<file path="src/include/ufs_pkg.sv">
package ufs_pkg;

  localparam int ADDR_W = 32;
  localparam int DATA_W = 16;

  // register byte addresses
  localparam logic [31:0] FIFO_CTRL_ADDR   = 32'h50001008;
  localparam logic [31:0] DMA_MODE_ADDR    = 32'h50001094;
  localparam logic [31:0] FIFO_EN_ADDR     = 32'h50001098;
  localparam logic [31:0] RX_TRIG_ADDR     = 32'h5000109c;
  localparam logic [31:0] TX_TRIG_ADDR     = 32'h500010a0;
  localparam logic [31:0] MODE_CTRL_ADDR   = 32'h500010e0;
  localparam logic [31:0] INT_STATUS_ADDR  = 32'h500010e4;
  localparam logic [31:0] INT_MASK_ADDR    = 32'h500010e8;
  localparam logic [31:0] LEVEL_STAT_ADDR  = 32'h500010ec;

  // control register field positions
  localparam int CTL_EN_BIT     = 0;
  localparam int CTL_RXRST_BIT  = 1;
  localparam int CTL_TXRST_BIT  = 2;
  localparam int CTL_DMA_BIT    = 3;
  localparam int CTL_TXTRIG_LO  = 4;
  localparam int CTL_RXTRIG_LO  = 6;
  localparam int MODE_PT_BIT   = 0;

  // interrupt status bits
  localparam int IRQ_N        = 3;
  localparam int EV_RX_TRIG   = 0;
  localparam int EV_TX_EMPTY  = 1;
  localparam int EV_FIFO_RST  = 2;

  // reset values
  localparam logic [1:0] TRIG_RST = 2'h0;
  localparam logic [IRQ_N-1:0] MASK_RST = 3'h0;

  // trigger codes
  localparam logic [1:0] CODE_0 = 2'h0;
  localparam logic [1:0] CODE_1 = 2'h1;
  localparam logic [1:0] CODE_2 = 2'h2;
  localparam logic [1:0] CODE_3 = 2'h3;

  // settings in effect
  typedef struct packed {
    logic [1:0] rxTrig;
    logic [1:0] txTrig;
    logic       dmaMode;
    logic       fifoEn;
  } ufs_ctrl_s;

  localparam ufs_ctrl_s CTRL_RST = '{rxTrig: 2'h0, txTrig: 2'h0, dmaMode: 1'b0, fifoEn: 1'b0};

endpackage

</file>
<file path="src/ufs_thresh.sv">
`timescale 1ns/1ps
// fill level thresholds decoded from the trigger codes
module ufs_thresh #(
  parameter int DEPTH = 16,
  parameter int LVL_W = 5
) (
  input  wire logic [1:0]       rxCode,
  input  wire logic [1:0]       txCode,
  output logic      [LVL_W-1:0] rxThr,
  output logic      [LVL_W-1:0] txThr
);

  localparam logic [LVL_W-1:0] DEP = LVL_W'(DEPTH);

  // the depth itself must fit the level width, or the thresholds wrap
  if (DEPTH < 8 || DEPTH >= (1 << LVL_W)) begin : g_bad
    $error("ufs_thresh: DEPTH does not fit LVL_W");
  end

  function automatic logic [LVL_W-1:0] rxLvl(input logic [1:0] c);
    case (c)
      ufs_pkg::CODE_0: rxLvl = LVL_W'(1);
      ufs_pkg::CODE_1: rxLvl = DEP >> 2;
      ufs_pkg::CODE_2: rxLvl = DEP >> 1;
      default:         rxLvl = DEP - LVL_W'(2);
    endcase
  endfunction

  function automatic logic [LVL_W-1:0] txLvl(input logic [1:0] c);
    case (c)
      ufs_pkg::CODE_0: txLvl = '0;
      ufs_pkg::CODE_1: txLvl = LVL_W'(2);
      ufs_pkg::CODE_2: txLvl = DEP >> 2;
      default:         txLvl = DEP >> 1;
    endcase
  endfunction

  assign rxThr = rxLvl(rxCode);
  assign txThr = txLvl(txCode);

endmodule

</file>
<file path="src/ufs_irq.sv">
`timescale 1ns/1ps
// sticky event bits, write-one-to-clear, masked onto one level output
module ufs_irq #(
  parameter int N = 3
) (
  input  wire logic         ref_clk,
  input  wire logic         rst,
  input  wire logic [N-1:0] events,
  input  wire logic         clrWr,
  input  wire logic [N-1:0] clrBits,
  input  wire logic         maskWr,
  input  wire logic [N-1:0] maskBits,
  output logic      [N-1:0] status_r,
  output logic      [N-1:0] mask_r,
  output logic              irq_r
);

  logic [N-1:0] status_nxt;
  logic [N-1:0] clrMask;

  // the mask reset value is sized for the shared event count
  if (N != ufs_pkg::IRQ_N) begin : g_bad
    $error("ufs_irq: N must match the event count");
  end

  // set wins over a clear in the same cycle
  assign clrMask    = clrWr ? clrBits : '0;
  assign status_nxt = (status_r & ~clrMask) | events;

  always_ff @(posedge ref_clk) begin
    if (rst) begin
      status_r <= '0;
      mask_r   <= ufs_pkg::MASK_RST;
      irq_r    <= 1'b0;
    end else begin
      status_r <= status_nxt;
      if (maskWr) begin
        mask_r <= maskBits;
      end
      irq_r <= |(status_nxt & (maskWr ? maskBits : mask_r));
    end
  end

endmodule

</file>
<file path="src/ufs_fifo_shadow.sv">
// The address-and-strobe port is this design's own decision.
`timescale 1ns/1ps
// fifo control settings with shadow access, trigger and dma request logic
module ufs_fifo_shadow #(
  parameter int DEPTH = 16,
  parameter int LVL_W = $clog2(DEPTH) + 1
) (
  input  wire logic                        ref_clk,
  input  wire logic                        rst,
  input  wire logic [ufs_pkg::ADDR_W-1:0]  addr,
  input  wire logic [ufs_pkg::DATA_W-1:0]  wrData,
  input  wire logic                        wrStb,
  input  wire logic                        rdStb,
  output logic      [ufs_pkg::DATA_W-1:0]  rdData,
  input  wire logic [LVL_W-1:0]            rxLevel,
  input  wire logic [LVL_W-1:0]            txLevel,
  output logic                             fifoEnable,
  output logic                             rxFifoRst,
  output logic                             txFifoRst,
  output logic                             dmaMode,
  output logic                             rxDataAvail,
  output logic                             txHoldingEmpty,
  output logic                             rxDmaReq_n,
  output logic                             irq
);

  // depth must be a power of two, at least 8, and the level width must leave room for the full level itself
  if (DEPTH < 8 || (DEPTH & (DEPTH - 1)) != 0 || LVL_W != $clog2(DEPTH) + 1) begin : g_bad
    $error("ufs_fifo_shadow: unsupported DEPTH or LVL_W");
  end

  typedef ufs_pkg::ufs_ctrl_s ufs_ctrl_t;

  // address decode
  wire selCtl   = addr == ufs_pkg::FIFO_CTRL_ADDR;
  wire selDma   = addr == ufs_pkg::DMA_MODE_ADDR;
  wire selEn    = addr == ufs_pkg::FIFO_EN_ADDR;
  wire selRx    = addr == ufs_pkg::RX_TRIG_ADDR;
  wire selTx    = addr == ufs_pkg::TX_TRIG_ADDR;
  wire selMode  = addr == ufs_pkg::MODE_CTRL_ADDR;
  wire selStat  = addr == ufs_pkg::INT_STATUS_ADDR;
  wire selMask  = addr == ufs_pkg::INT_MASK_ADDR;
  wire selLevel = addr == ufs_pkg::LEVEL_STAT_ADDR;

  wire wrCtl  = wrStb & selCtl;
  wire wrDma  = wrStb & selDma;
  wire wrEn   = wrStb & selEn;
  wire wrRx   = wrStb & selRx;
  wire wrTx   = wrStb & selTx;
  wire wrMode = wrStb & selMode;

  ufs_ctrl_t ctrl_r;
  ufs_ctrl_t ctrl_nxt;
  logic      ptMode_r;

  // one store serves both the main register and the shadows,
  // so whichever path wrote last is what reads back
  always_comb begin
    ctrl_nxt = ctrl_r;
    if (wrCtl) begin
      ctrl_nxt.fifoEn  = wrData[ufs_pkg::CTL_EN_BIT];
      ctrl_nxt.dmaMode = wrData[ufs_pkg::CTL_DMA_BIT];
      ctrl_nxt.txTrig  = wrData[ufs_pkg::CTL_TXTRIG_LO +: 2];
      ctrl_nxt.rxTrig  = wrData[ufs_pkg::CTL_RXTRIG_LO +: 2];
    end
    if (wrEn) begin
      ctrl_nxt.fifoEn = wrData[0];
    end
    if (wrDma) begin
      ctrl_nxt.dmaMode = wrData[0];
    end
    if (wrRx) begin
      ctrl_nxt.rxTrig = wrData[1:0];
    end
    if (wrTx) begin
      ctrl_nxt.txTrig = wrData[1:0];
    end
  end

  // enable falling edge, from any write path
  wire enFall = ctrl_r.fifoEn & ~ctrl_nxt.fifoEn;
  wire rxRstReq = enFall | (wrCtl & wrData[ufs_pkg::CTL_RXRST_BIT]);
  wire txRstReq = enFall | (wrCtl & wrData[ufs_pkg::CTL_TXRST_BIT]);

  // thresholds
  logic [LVL_W-1:0] rxThr;
  logic [LVL_W-1:0] txThr;

  ufs_thresh #(
    .DEPTH (DEPTH),
    .LVL_W (LVL_W)
  ) u_thresh (
    .rxCode (ctrl_r.rxTrig),
    .txCode (ctrl_r.txTrig),
    .rxThr  (rxThr),
    .txThr  (txThr)
  );

  // trigger hits count only while the fifos are on; the any-data flag rxAny ignores the enable
  wire rxHit  = ctrl_r.fifoEn & (rxLevel >= rxThr);
  wire txHit  = ctrl_r.fifoEn & ptMode_r & (txLevel <= txThr);
  wire rxAny  = rxLevel != '0;

  // dma request: mode 0 asks for any data, mode 1 waits for the trigger
  // and holds until the fifo drains, so bursts are not cut short
  logic rxDmaAct_r;
  logic rxDmaAct_nxt;
  always_comb begin
    if (!ctrl_r.dmaMode) begin
      rxDmaAct_nxt = rxAny;
    end else if (rxHit) begin
      rxDmaAct_nxt = 1'b1;
    end else if (!rxAny) begin
      rxDmaAct_nxt = 1'b0;
    end else begin
      rxDmaAct_nxt = rxDmaAct_r;
    end
  end

  logic rxHit_r;
  logic txHit_r;
  logic rxRst_r;
  logic txRst_r;

  // state and strobes
  always_ff @(posedge ref_clk) begin
    if (rst) begin
      ctrl_r     <= ufs_pkg::CTRL_RST;
      ptMode_r   <= 1'b0;
      rxDmaAct_r <= 1'b0;
      rxHit_r    <= 1'b0;
      txHit_r    <= 1'b0;
      rxRst_r    <= 1'b0;
      txRst_r    <= 1'b0;
    end else begin
      ctrl_r     <= ctrl_nxt;
      if (wrMode) begin
        ptMode_r <= wrData[ufs_pkg::MODE_PT_BIT];
      end
      rxDmaAct_r <= rxDmaAct_nxt;
      rxHit_r    <= rxHit;
      txHit_r    <= txHit;
      rxRst_r    <= rxRstReq;
      txRst_r    <= txRstReq;
    end
  end

  // rx and tx events are the rising edges of the conditions; the fifo reset event is the reset request itself
  wire [ufs_pkg::IRQ_N-1:0] events;
  assign events[ufs_pkg::EV_RX_TRIG]  = rxHit & ~rxHit_r;
  assign events[ufs_pkg::EV_TX_EMPTY] = txHit & ~txHit_r;
  assign events[ufs_pkg::EV_FIFO_RST] = rxRstReq | txRstReq;

  logic [ufs_pkg::IRQ_N-1:0] status;
  logic [ufs_pkg::IRQ_N-1:0] mask;

  ufs_irq #(
    .N (ufs_pkg::IRQ_N)
  ) u_irq (
    .ref_clk  (ref_clk),
    .rst      (rst),
    .events   (events),
    .clrWr    (wrStb & selStat),
    .clrBits  (wrData[ufs_pkg::IRQ_N-1:0]),
    .maskWr   (wrStb & selMask),
    .maskBits (wrData[ufs_pkg::IRQ_N-1:0]),
    .status_r (status),
    .mask_r   (mask),
    .irq_r    (irq)
  );

  // read mux; the main control register is write-only and reads zero
  logic [ufs_pkg::DATA_W-1:0] rdMux;
  always_comb begin
    rdMux = '0;
    if (selDma) begin
      rdMux[0] = ctrl_r.dmaMode;
    end else if (selEn) begin
      rdMux[0] = ctrl_r.fifoEn;
    end else if (selRx) begin
      rdMux[1:0] = ctrl_r.rxTrig;
    end else if (selTx) begin
      rdMux[1:0] = ctrl_r.txTrig;
    end else if (selMode) begin
      rdMux[ufs_pkg::MODE_PT_BIT] = ptMode_r;
    end else if (selStat) begin
      rdMux[ufs_pkg::IRQ_N-1:0] = status;
    end else if (selMask) begin
      rdMux[ufs_pkg::IRQ_N-1:0] = mask;
    end else if (selLevel) begin
      rdMux[0] = rxHit_r;
      rdMux[1] = txHit_r;
      rdMux[2] = ~rxDmaAct_r;
    end
  end

  // output flops; read data stands only in the cycle after the strobe
  always_ff @(posedge ref_clk) begin
    if (rst) begin
      rdData         <= '0;
      fifoEnable     <= 1'b0;
      rxFifoRst      <= 1'b0;
      txFifoRst      <= 1'b0;
      dmaMode        <= 1'b0;
      rxDataAvail    <= 1'b0;
      txHoldingEmpty <= 1'b0;
      rxDmaReq_n     <= 1'b1;
    end else begin
      rdData         <= rdStb ? rdMux : '0;
      fifoEnable     <= ctrl_r.fifoEn;
      rxFifoRst      <= rxRst_r;
      txFifoRst      <= txRst_r;
      dmaMode        <= ctrl_r.dmaMode;
      rxDataAvail    <= rxHit_r;
      txHoldingEmpty <= txHit_r;
      rxDmaReq_n     <= ~rxDmaAct_r;
    end
  end

endmodule

</file>
<file path="config.mk">
export PLATFORM = sky130hd
export DESIGN_NAME = ufs_fifo_shadow
export DESIGN_NICKNAME = d
export VERILOG_FILES = /design/src/include/ufs_pkg.sv /design/src/ufs_thresh.sv /design/src/ufs_irq.sv /design/src/ufs_fifo_shadow.sv
export SDC_FILE = /design/constraint.sdc
export NUM_CORES = 1
export LEC_CHECK = 0
export BUFFER_PORTS_ARGS = -buffer_cell sky130_fd_sc_hd__buf_2
export CAP_MARGIN = 20
export CELL_PAD_IN_SITES_DETAIL_PLACEMENT = 0
export CELL_PAD_IN_SITES_GLOBAL_PLACEMENT = 2
export CORE_ASPECT_RATIO = 1.5
export CORE_MARGIN = 2
export CORE_UTILIZATION = 28
export CTS_CLUSTER_DIAMETER = 40
export DETAILED_ROUTE_END_ITERATION = 10
export GPL_ROUTABILITY_DRIVEN = 0
export PLACE_DENSITY_LB_ADDON = 0.15
export SETUP_SLACK_MARGIN = 0.2
export SYNTH_ARGS = -nofsm -noshare
export SYNTH_HDL_FRONTEND = slang
export SYNTH_HIERARCHICAL = 1
export SYNTH_SLANG_ARGS = --single-unit
</file>
<file path="constraint.sdc">
create_clock -name ref_clk -period 6.14 [get_ports ref_clk]
set_input_delay 1.228 -clock ref_clk [delete_from_list [all_inputs] [get_ports ref_clk]]
set_output_delay 1.228 -clock ref_clk [all_outputs]
set_load 0.01 [all_outputs]
</file>
==> results.cfg, run 1 <==
[synth]
synth.most_common_cell = dfxtp_1
yosys.cell_types.count = 49
ys_warn_count = 6
ys_seq_area_frac = 0.304
synthArstFlopShare = 0
synth_edf_count = 0
ys_seq_elements = 29
synth_area_leaders = dfxtp_1, buf_4, ha_1, mux2i_1, nor2b_1
synth_common_cells = dfxtp_1, buf_4, inv_1
ys.flop_type = dfxtp_1
synth_area_per_cell_um2 = 8.45
synthCells = 226
yosysTopAreaCell = dfxtp_1
synth_area_um2 = 1910
synth.top_cell.area_share = 0.304

[placed_design]
portBuffers = 64
hpwl_mm = 4.19
placed_cells = 358
placed_cell_area_um2 = 2230

[drt]
routed_wl_mm = 5.16
wl_per_cell_um = 14.1
first_pass_iters = 4
viasPerCell = 4.76
ant_nets = 0
drtIter0Drc = 81
route.detailed.drc = 0
vias = 1741

[cells_and_area]
final_cells = 366
antennaDiodeCount = 0
fin_nets = 361
drive_above_1_share = 0.279
final_util = 0.354
syn2layout_area_growth_pct = 21.2
design_area_um2 = 2310

[global_routing]
grt_max_degree = 27
first_global_vias = 1727
track_usage = 0.146
antenna_found_initial = 0
overflow = 0
grt_pass1_wl_mm = 8.47

[clock_network]
numCtsBuffers = 5
clk_latency_ps = 290
cts.sinks = 29
cts_tree = done
postCtsHoldBufs = 0
cts_root_buf = clkbuf_8
cts.path.max_buffers = 2
postCtsSetupBuffers = 0
clk_pin_slew_ps = 70
cts-resized-gates = 0
h-tree-depth = 2

[timing]
fin_crit_ps = 3270
relSlewSlack = 0.446
worst_slew_pin_slew_ps = 823
rsz0062_at_grt = false
setup_viol = 0
hold_slack_ps = 438
clock.fmax_mhz = 306
skew_ps = 5.09
period_share = 0.533
fin_tns_setup_ps = 0
slew_violations = 0
hold_viol_final = 0

[run]
maxCapViolations = 0

[power]
p_sw_mw = 0.112
power_leakage_nw = 0.966
pwr-share-comb = 0.136
powerDensity_nw_per_um2 = 174
switching_share = 0.278
clockPowerShare = 0.394
irDropWorstVdd_mv = 0.112
intPower_mw = 0.291
seqPwrFrac = 0.470

[setup_path]
crit_required_ps = 6300
start_kind = primary input
rrSetupSlack_ps = 4090
critPathMaxFanout = 5
criticalPathCategory = in -> reg
worstPathArrival_ps = 3440
cp-end-kind = flip-flop

[die]
coreArea_um2 = 6530
die_area_um2 = 7510
start_util = 0.292
io_pins = 86
die_w_um = 71.4
rows = 36
dieHeight_um = 105

[worst_hold_path]
hp-class = reg -> reg

[run_status]
status = finished clean
[worst max-delay path: stages]
cell	delay [ps]
buf_2	90
nor4_1	390
and4_1	280
nand2_1	140
nor4_1	760
mux2i_1	310
a211o_1	150
o221ai_2	80
[logic make-up after synthesis]
group / synth area share
AO/OA/AOI/OAI: 0.150
XOR/XNOR: 0.00459
adder cells (fa/ha/maj): 0.0655
buffers and inverters: 0.112
flip-flops: 0.304
multiplexers: 0.0695
other: 0.00393
AND/OR/NAND/NOR: 0.290
[through the flow]
step           setup slack [ps]  total power [mW]
2_1_floorplan              3090             0.228
3_3_place_gp               2430             0.249
3_5_place_dp               2480             0.249
4_1_cts                    2760             0.410
5_1_grt                    2660             0.424
6_report                   2870             0.403
[layout make-up]
type | instances | area (um2)
clock inverters | 3 | 17.5
repair buffers | 64 | 320
fillers | 703 | 4220
flip-flops and latches | 29 | 581
multi-input cells | 172 | 1170
clock buffers | 5 | 68.8
well taps | 76 | 95.1
inverters | 17 | 63.8
[state kept, by name, indices dropped and copies added, names as in the netlist, 3 cells and up]
name and count:
rdData 3, ctrl_r 6, u_irq/mask_r 3, u_irq/status_r 3
[layer usage]
layer | up-vias | global-route usage | wire length [um]
met2 | 46 | 0.259 | 2770
met3 | 9 | 0.0318 | 233
met5 | - | 0 | 0
met4 | 0 | 0.0620 | 116
li1 | 908 | - | -
met1 | 778 | 0.163 | 2040
[worst paths after layout]
check	start	end	depth (start not counted)
hold / removal	rxRst_r	rxFifoRst	1
hold reg to reg	rxRst_r	rxFifoRst	1
setup / recovery	addr[20]	u_irq/irq_r	8
setup reg to reg	ctrl_r[5]	u_irq/irq_r	10
[power by group through the flow]
stage / Combinational (mW) / Clock (mW) / Sequential, mW
6_report: 0.0549 / 0.159 / 0.189
3_3_place_gp: 0.0555 / 0 / 0.194
3_5_place_dp: 0.0553 / 0 / 0.194
2_1_floorplan: 0.0343 / 0 / 0.194
4_1_cts: 0.0555 / 0.165 / 0.189
5_1_grt: 0.0625 / 0.173 / 0.189
[layout by cell type, fill, tap and decap left out, types with 4 or more instances in the layout]
cell type	count
mux2i_1	11
conb_1	16
inv_1	17
nand2_1	14
a211oi_1	4
a21oi_1	11
clkbuf_8	5
or4_1	4
o21ai_0	7
nor3_1	9
dfxtp_1	29
ha_1	10
nor2b_1	13
nor2_1	15
nor4_1	9
buf_2	64
(Power assumes the default switching activity.)
==> run 2: changes to the inputs <==
--- a/config.mk
+++ b/config.mk
@@ -5,13 +5,14 @@
 export SDC_FILE = /design/constraint.sdc
 export NUM_CORES = 1
 export LEC_CHECK = 0
+export ABC_AREA = 1
 export BUFFER_PORTS_ARGS = -buffer_cell sky130_fd_sc_hd__buf_2
 export CAP_MARGIN = 20
 export CELL_PAD_IN_SITES_DETAIL_PLACEMENT = 0
 export CELL_PAD_IN_SITES_GLOBAL_PLACEMENT = 2
 export CORE_ASPECT_RATIO = 1.5
 export CORE_MARGIN = 2
-export CORE_UTILIZATION = 28
+export CORE_UTILIZATION = 24
 export CTS_CLUSTER_DIAMETER = 40
 export DETAILED_ROUTE_END_ITERATION = 10
 export GPL_ROUTABILITY_DRIVEN = 0
==> constraint.sdc (replaced) <==
create_clock -name ref_clk -period 3.06 [get_ports ref_clk]
set_input_delay 0.612 -clock ref_clk [delete_from_list [all_inputs] [get_ports ref_clk]]
set_output_delay 0.612 -clock ref_clk [all_outputs]
set_load 0.01 [all_outputs]
==> run 2 against run 1 <==
Compared with the run above:
- synthesized area is 16% higher
- worst hold slack worse by 38 ps
- flip-flop and latch count unchanged
- critical path depth is 7 higher
- count of clock-buffer cells in the layout rose by 2
- power grew 140%
- via count rose by 29%
- sequential share of layout area shrank 3.9 points
- global-route usage fell by 1.6 points
- register-to-register slack got worse by 3000 ps
- non-clock buffer count increased by 1
- critical path type unchanged
- critical endpoint unchanged
- highest routed layer unchanged
==> results.cfg, run 2 <==
[clock_network]
cts.sinks = 29
numCtsBuffers = 5
cts_root_buf = clkbuf_16
cts-resized-gates = 0
clk_pin_slew_ps = 50
clk_latency_ps = 280
cts_tree = done
h-tree-depth = 2
postCtsSetupBuffers = 0
postCtsHoldBufs = 0
cts.path.max_buffers = 2

[cells_and_area]
syn2layout_area_growth_pct = 24.0
design_area_um2 = 2740
fin_nets = 497
drive_above_1_share = 0.228
largest_register = ctrl_r
final_common_cell = nand2_1
final_util = 0.308
largest_reg_flops = 6
mostFrequentLayoutCells = nand2_1, inv_1, buf_2
antennaDiodeCount = 0

[setup_path]
critPathMaxFanout = 4
cp_top_family = simple AND/OR/NAND/NOR gates
worstPathArrival_ps = 2160
crit_path_max_incr_delay_ps = 270
crit_chain = buf_2, inv_2, nand2_1, nor2_4, nand2_1, nor2_2, nand2_1, nor2_1, inv_2, nand2_1, nand2_1, nand2_1, nand3_1, nand2_1, inv_1
cp-end-kind = flip-flop
critPathBufInv = 4
crit_top_cell = nand2_1
crit_slowest_cell = nor2_1
criticalPathCategory = in -> reg
start_kind = primary input
crit_required_ps = 3240
rrSetupSlack_ps = 1130

[synth]
synth.most_common_cell = nand2_1
synth_area_leaders = dfxtp_1, nand2_1, inv_1, nor2_1, ha_1
ys_warn_count = 6
yosysTopAreaCell = dfxtp_1
yosys.cell_types.count = 31
synth_area_um2 = 2210
ys_seq_elements = 29
synth_common_cells = nand2_1, inv_1, nor2_1
synthCells = 358
ys_seq_area_frac = 0.263
synth_area_per_cell_um2 = 6.17
synthArstFlopShare = 0
ys.flop_type = dfxtp_1
synth.top_cell.area_share = 0.263
synth_edf_count = 0

[die]
coreArea_um2 = 8880
die_area_um2 = 10000
die_w_um = 82.3
dieHeight_um = 122
start_util = 0.249
rows = 42
io_pins = 86

[timing]
skew_ps = 4.81
hold_viol_final = 0
period_share = 0.649
rsz0062_at_grt = false
slew_violations = 0
fin_crit_ps = 1980
fin_tns_setup_ps = 0
setup_viol = 0
clock.fmax_mhz = 504

[power]
seqPwrFrac = 0.386
powerDensity_nw_per_um2 = 360
p_sw_mw = 0.238
switching_share = 0.241
clockPowerShare = 0.488
total_power_mw = 0.987
pwr-share-comb = 0.126
power_leakage_nw = 1.38
irDropWorstVdd_mv = 0.214
intPower_mw = 0.749

[worst_hold_path]
hp-class = reg -> reg

[placed_design]
portBuffers = 64
hpwl_mm = 5.10
placed_cell_area_um2 = 2600

[run_status]
status = finished clean

[drt]
route.detailed.drc = 0
vias = 2243
first_pass_iters = 4
ant_nets = 0
wl_per_cell_um = 11.1
viasPerCell = 4.19
drtIter0Drc = 78
routed_wl_mm = 5.92

[global_routing]
grt_pass1_wl_mm = 9.76
overflow = 0
antenna_found_initial = 0
grt_max_degree = 21
track_usage = 0.130
first_global_vias = 2197

[run]
maxCapViolations = 0
run 2: cell families (layout without fill, tap and decap cells):
| group | Yosys count | in the layout | share of synthesized area |
|---|---|---|---|
| fa+ha+maj | 10 | 10 | 0.0566 |
| flops | 29 | 29 | 0.263 |
| other cells | 2 | 16 | 0.00340 |
| buf+inv | 90 | 143 | 0.180 |
| compound gates | 44 | 44 | 0.114 |
| simple gates | 183 | 183 | 0.383 |
run 2: metal layers:
layer  part of all wire  wire (um)  up-vias  global-route usage
li1                   -          -     1199                   -
met1               0.38       2260      982               0.137
met2               0.56       3300       56               0.242
met3              0.041        240        6              0.0193
met4              0.020        120        0              0.0594
met5                  0          0        -                   0
run 2: path summary, 6_finish.rpt:
path	start	endpoint	depth (start not counted)
setup / recovery	addr[2]	u_irq/irq_r	15
hold reg to reg	txRst_r	txFifoRst	2
setup reg to reg	ctrl_r[5]	u_irq/irq_r	16
hold / removal	txRst_r	txFifoRst	2
run 2: worst reg2reg max path, cell delays in order (launching register included):
cell      delay [ps]
dfxtp_1          440
inv_1             70
ha_1             290
nand2_1           70
inv_1             50
nand3_1           60
o221ai_1         170
a21oi_1           70
nor2_1           130
inv_1            100
nor2_1           100
inv_1             60
nand2_1           70
nand2_1           50
nand3_1           70
nand2_1           50
inv_1             40
run 2: cell type report:
type / count / area (um2)
Fill cell: 1053 / 6140
Timing Repair Buffer: 65 / 328
Sequential cell: 29 / 581
Multi-Input combinational cell: 253 / 1280
Inverter: 71 / 267
Clock buffer: 7 / 143
Tap cell: 110 / 138
run 2: per-stage QoR:
step / cells / hold WS [ps] / setup slack, ps
2_1_floorplan: 372 / 376 / 1130
3_3_place_gp: 528 / 389 / 763
3_5_place_dp: 528 / 393 / 755
4_1_cts: 535 / 400 / 1040
5_1_grt: 535 / 424 / 805
6_report: 535 / 400 / 1080
run 2: power groups by stage:
stage,registers (mW),clock network (mW),logic (mW)
2_1_floorplan,0.388,0,0.0774
3_3_place_gp,0.389,0,0.126
3_5_place_dp,0.389,0,0.127
4_1_cts,0.381,0.493,0.127
5_1_grt,0.381,0.506,0.144
6_report,0.381,0.482,0.124
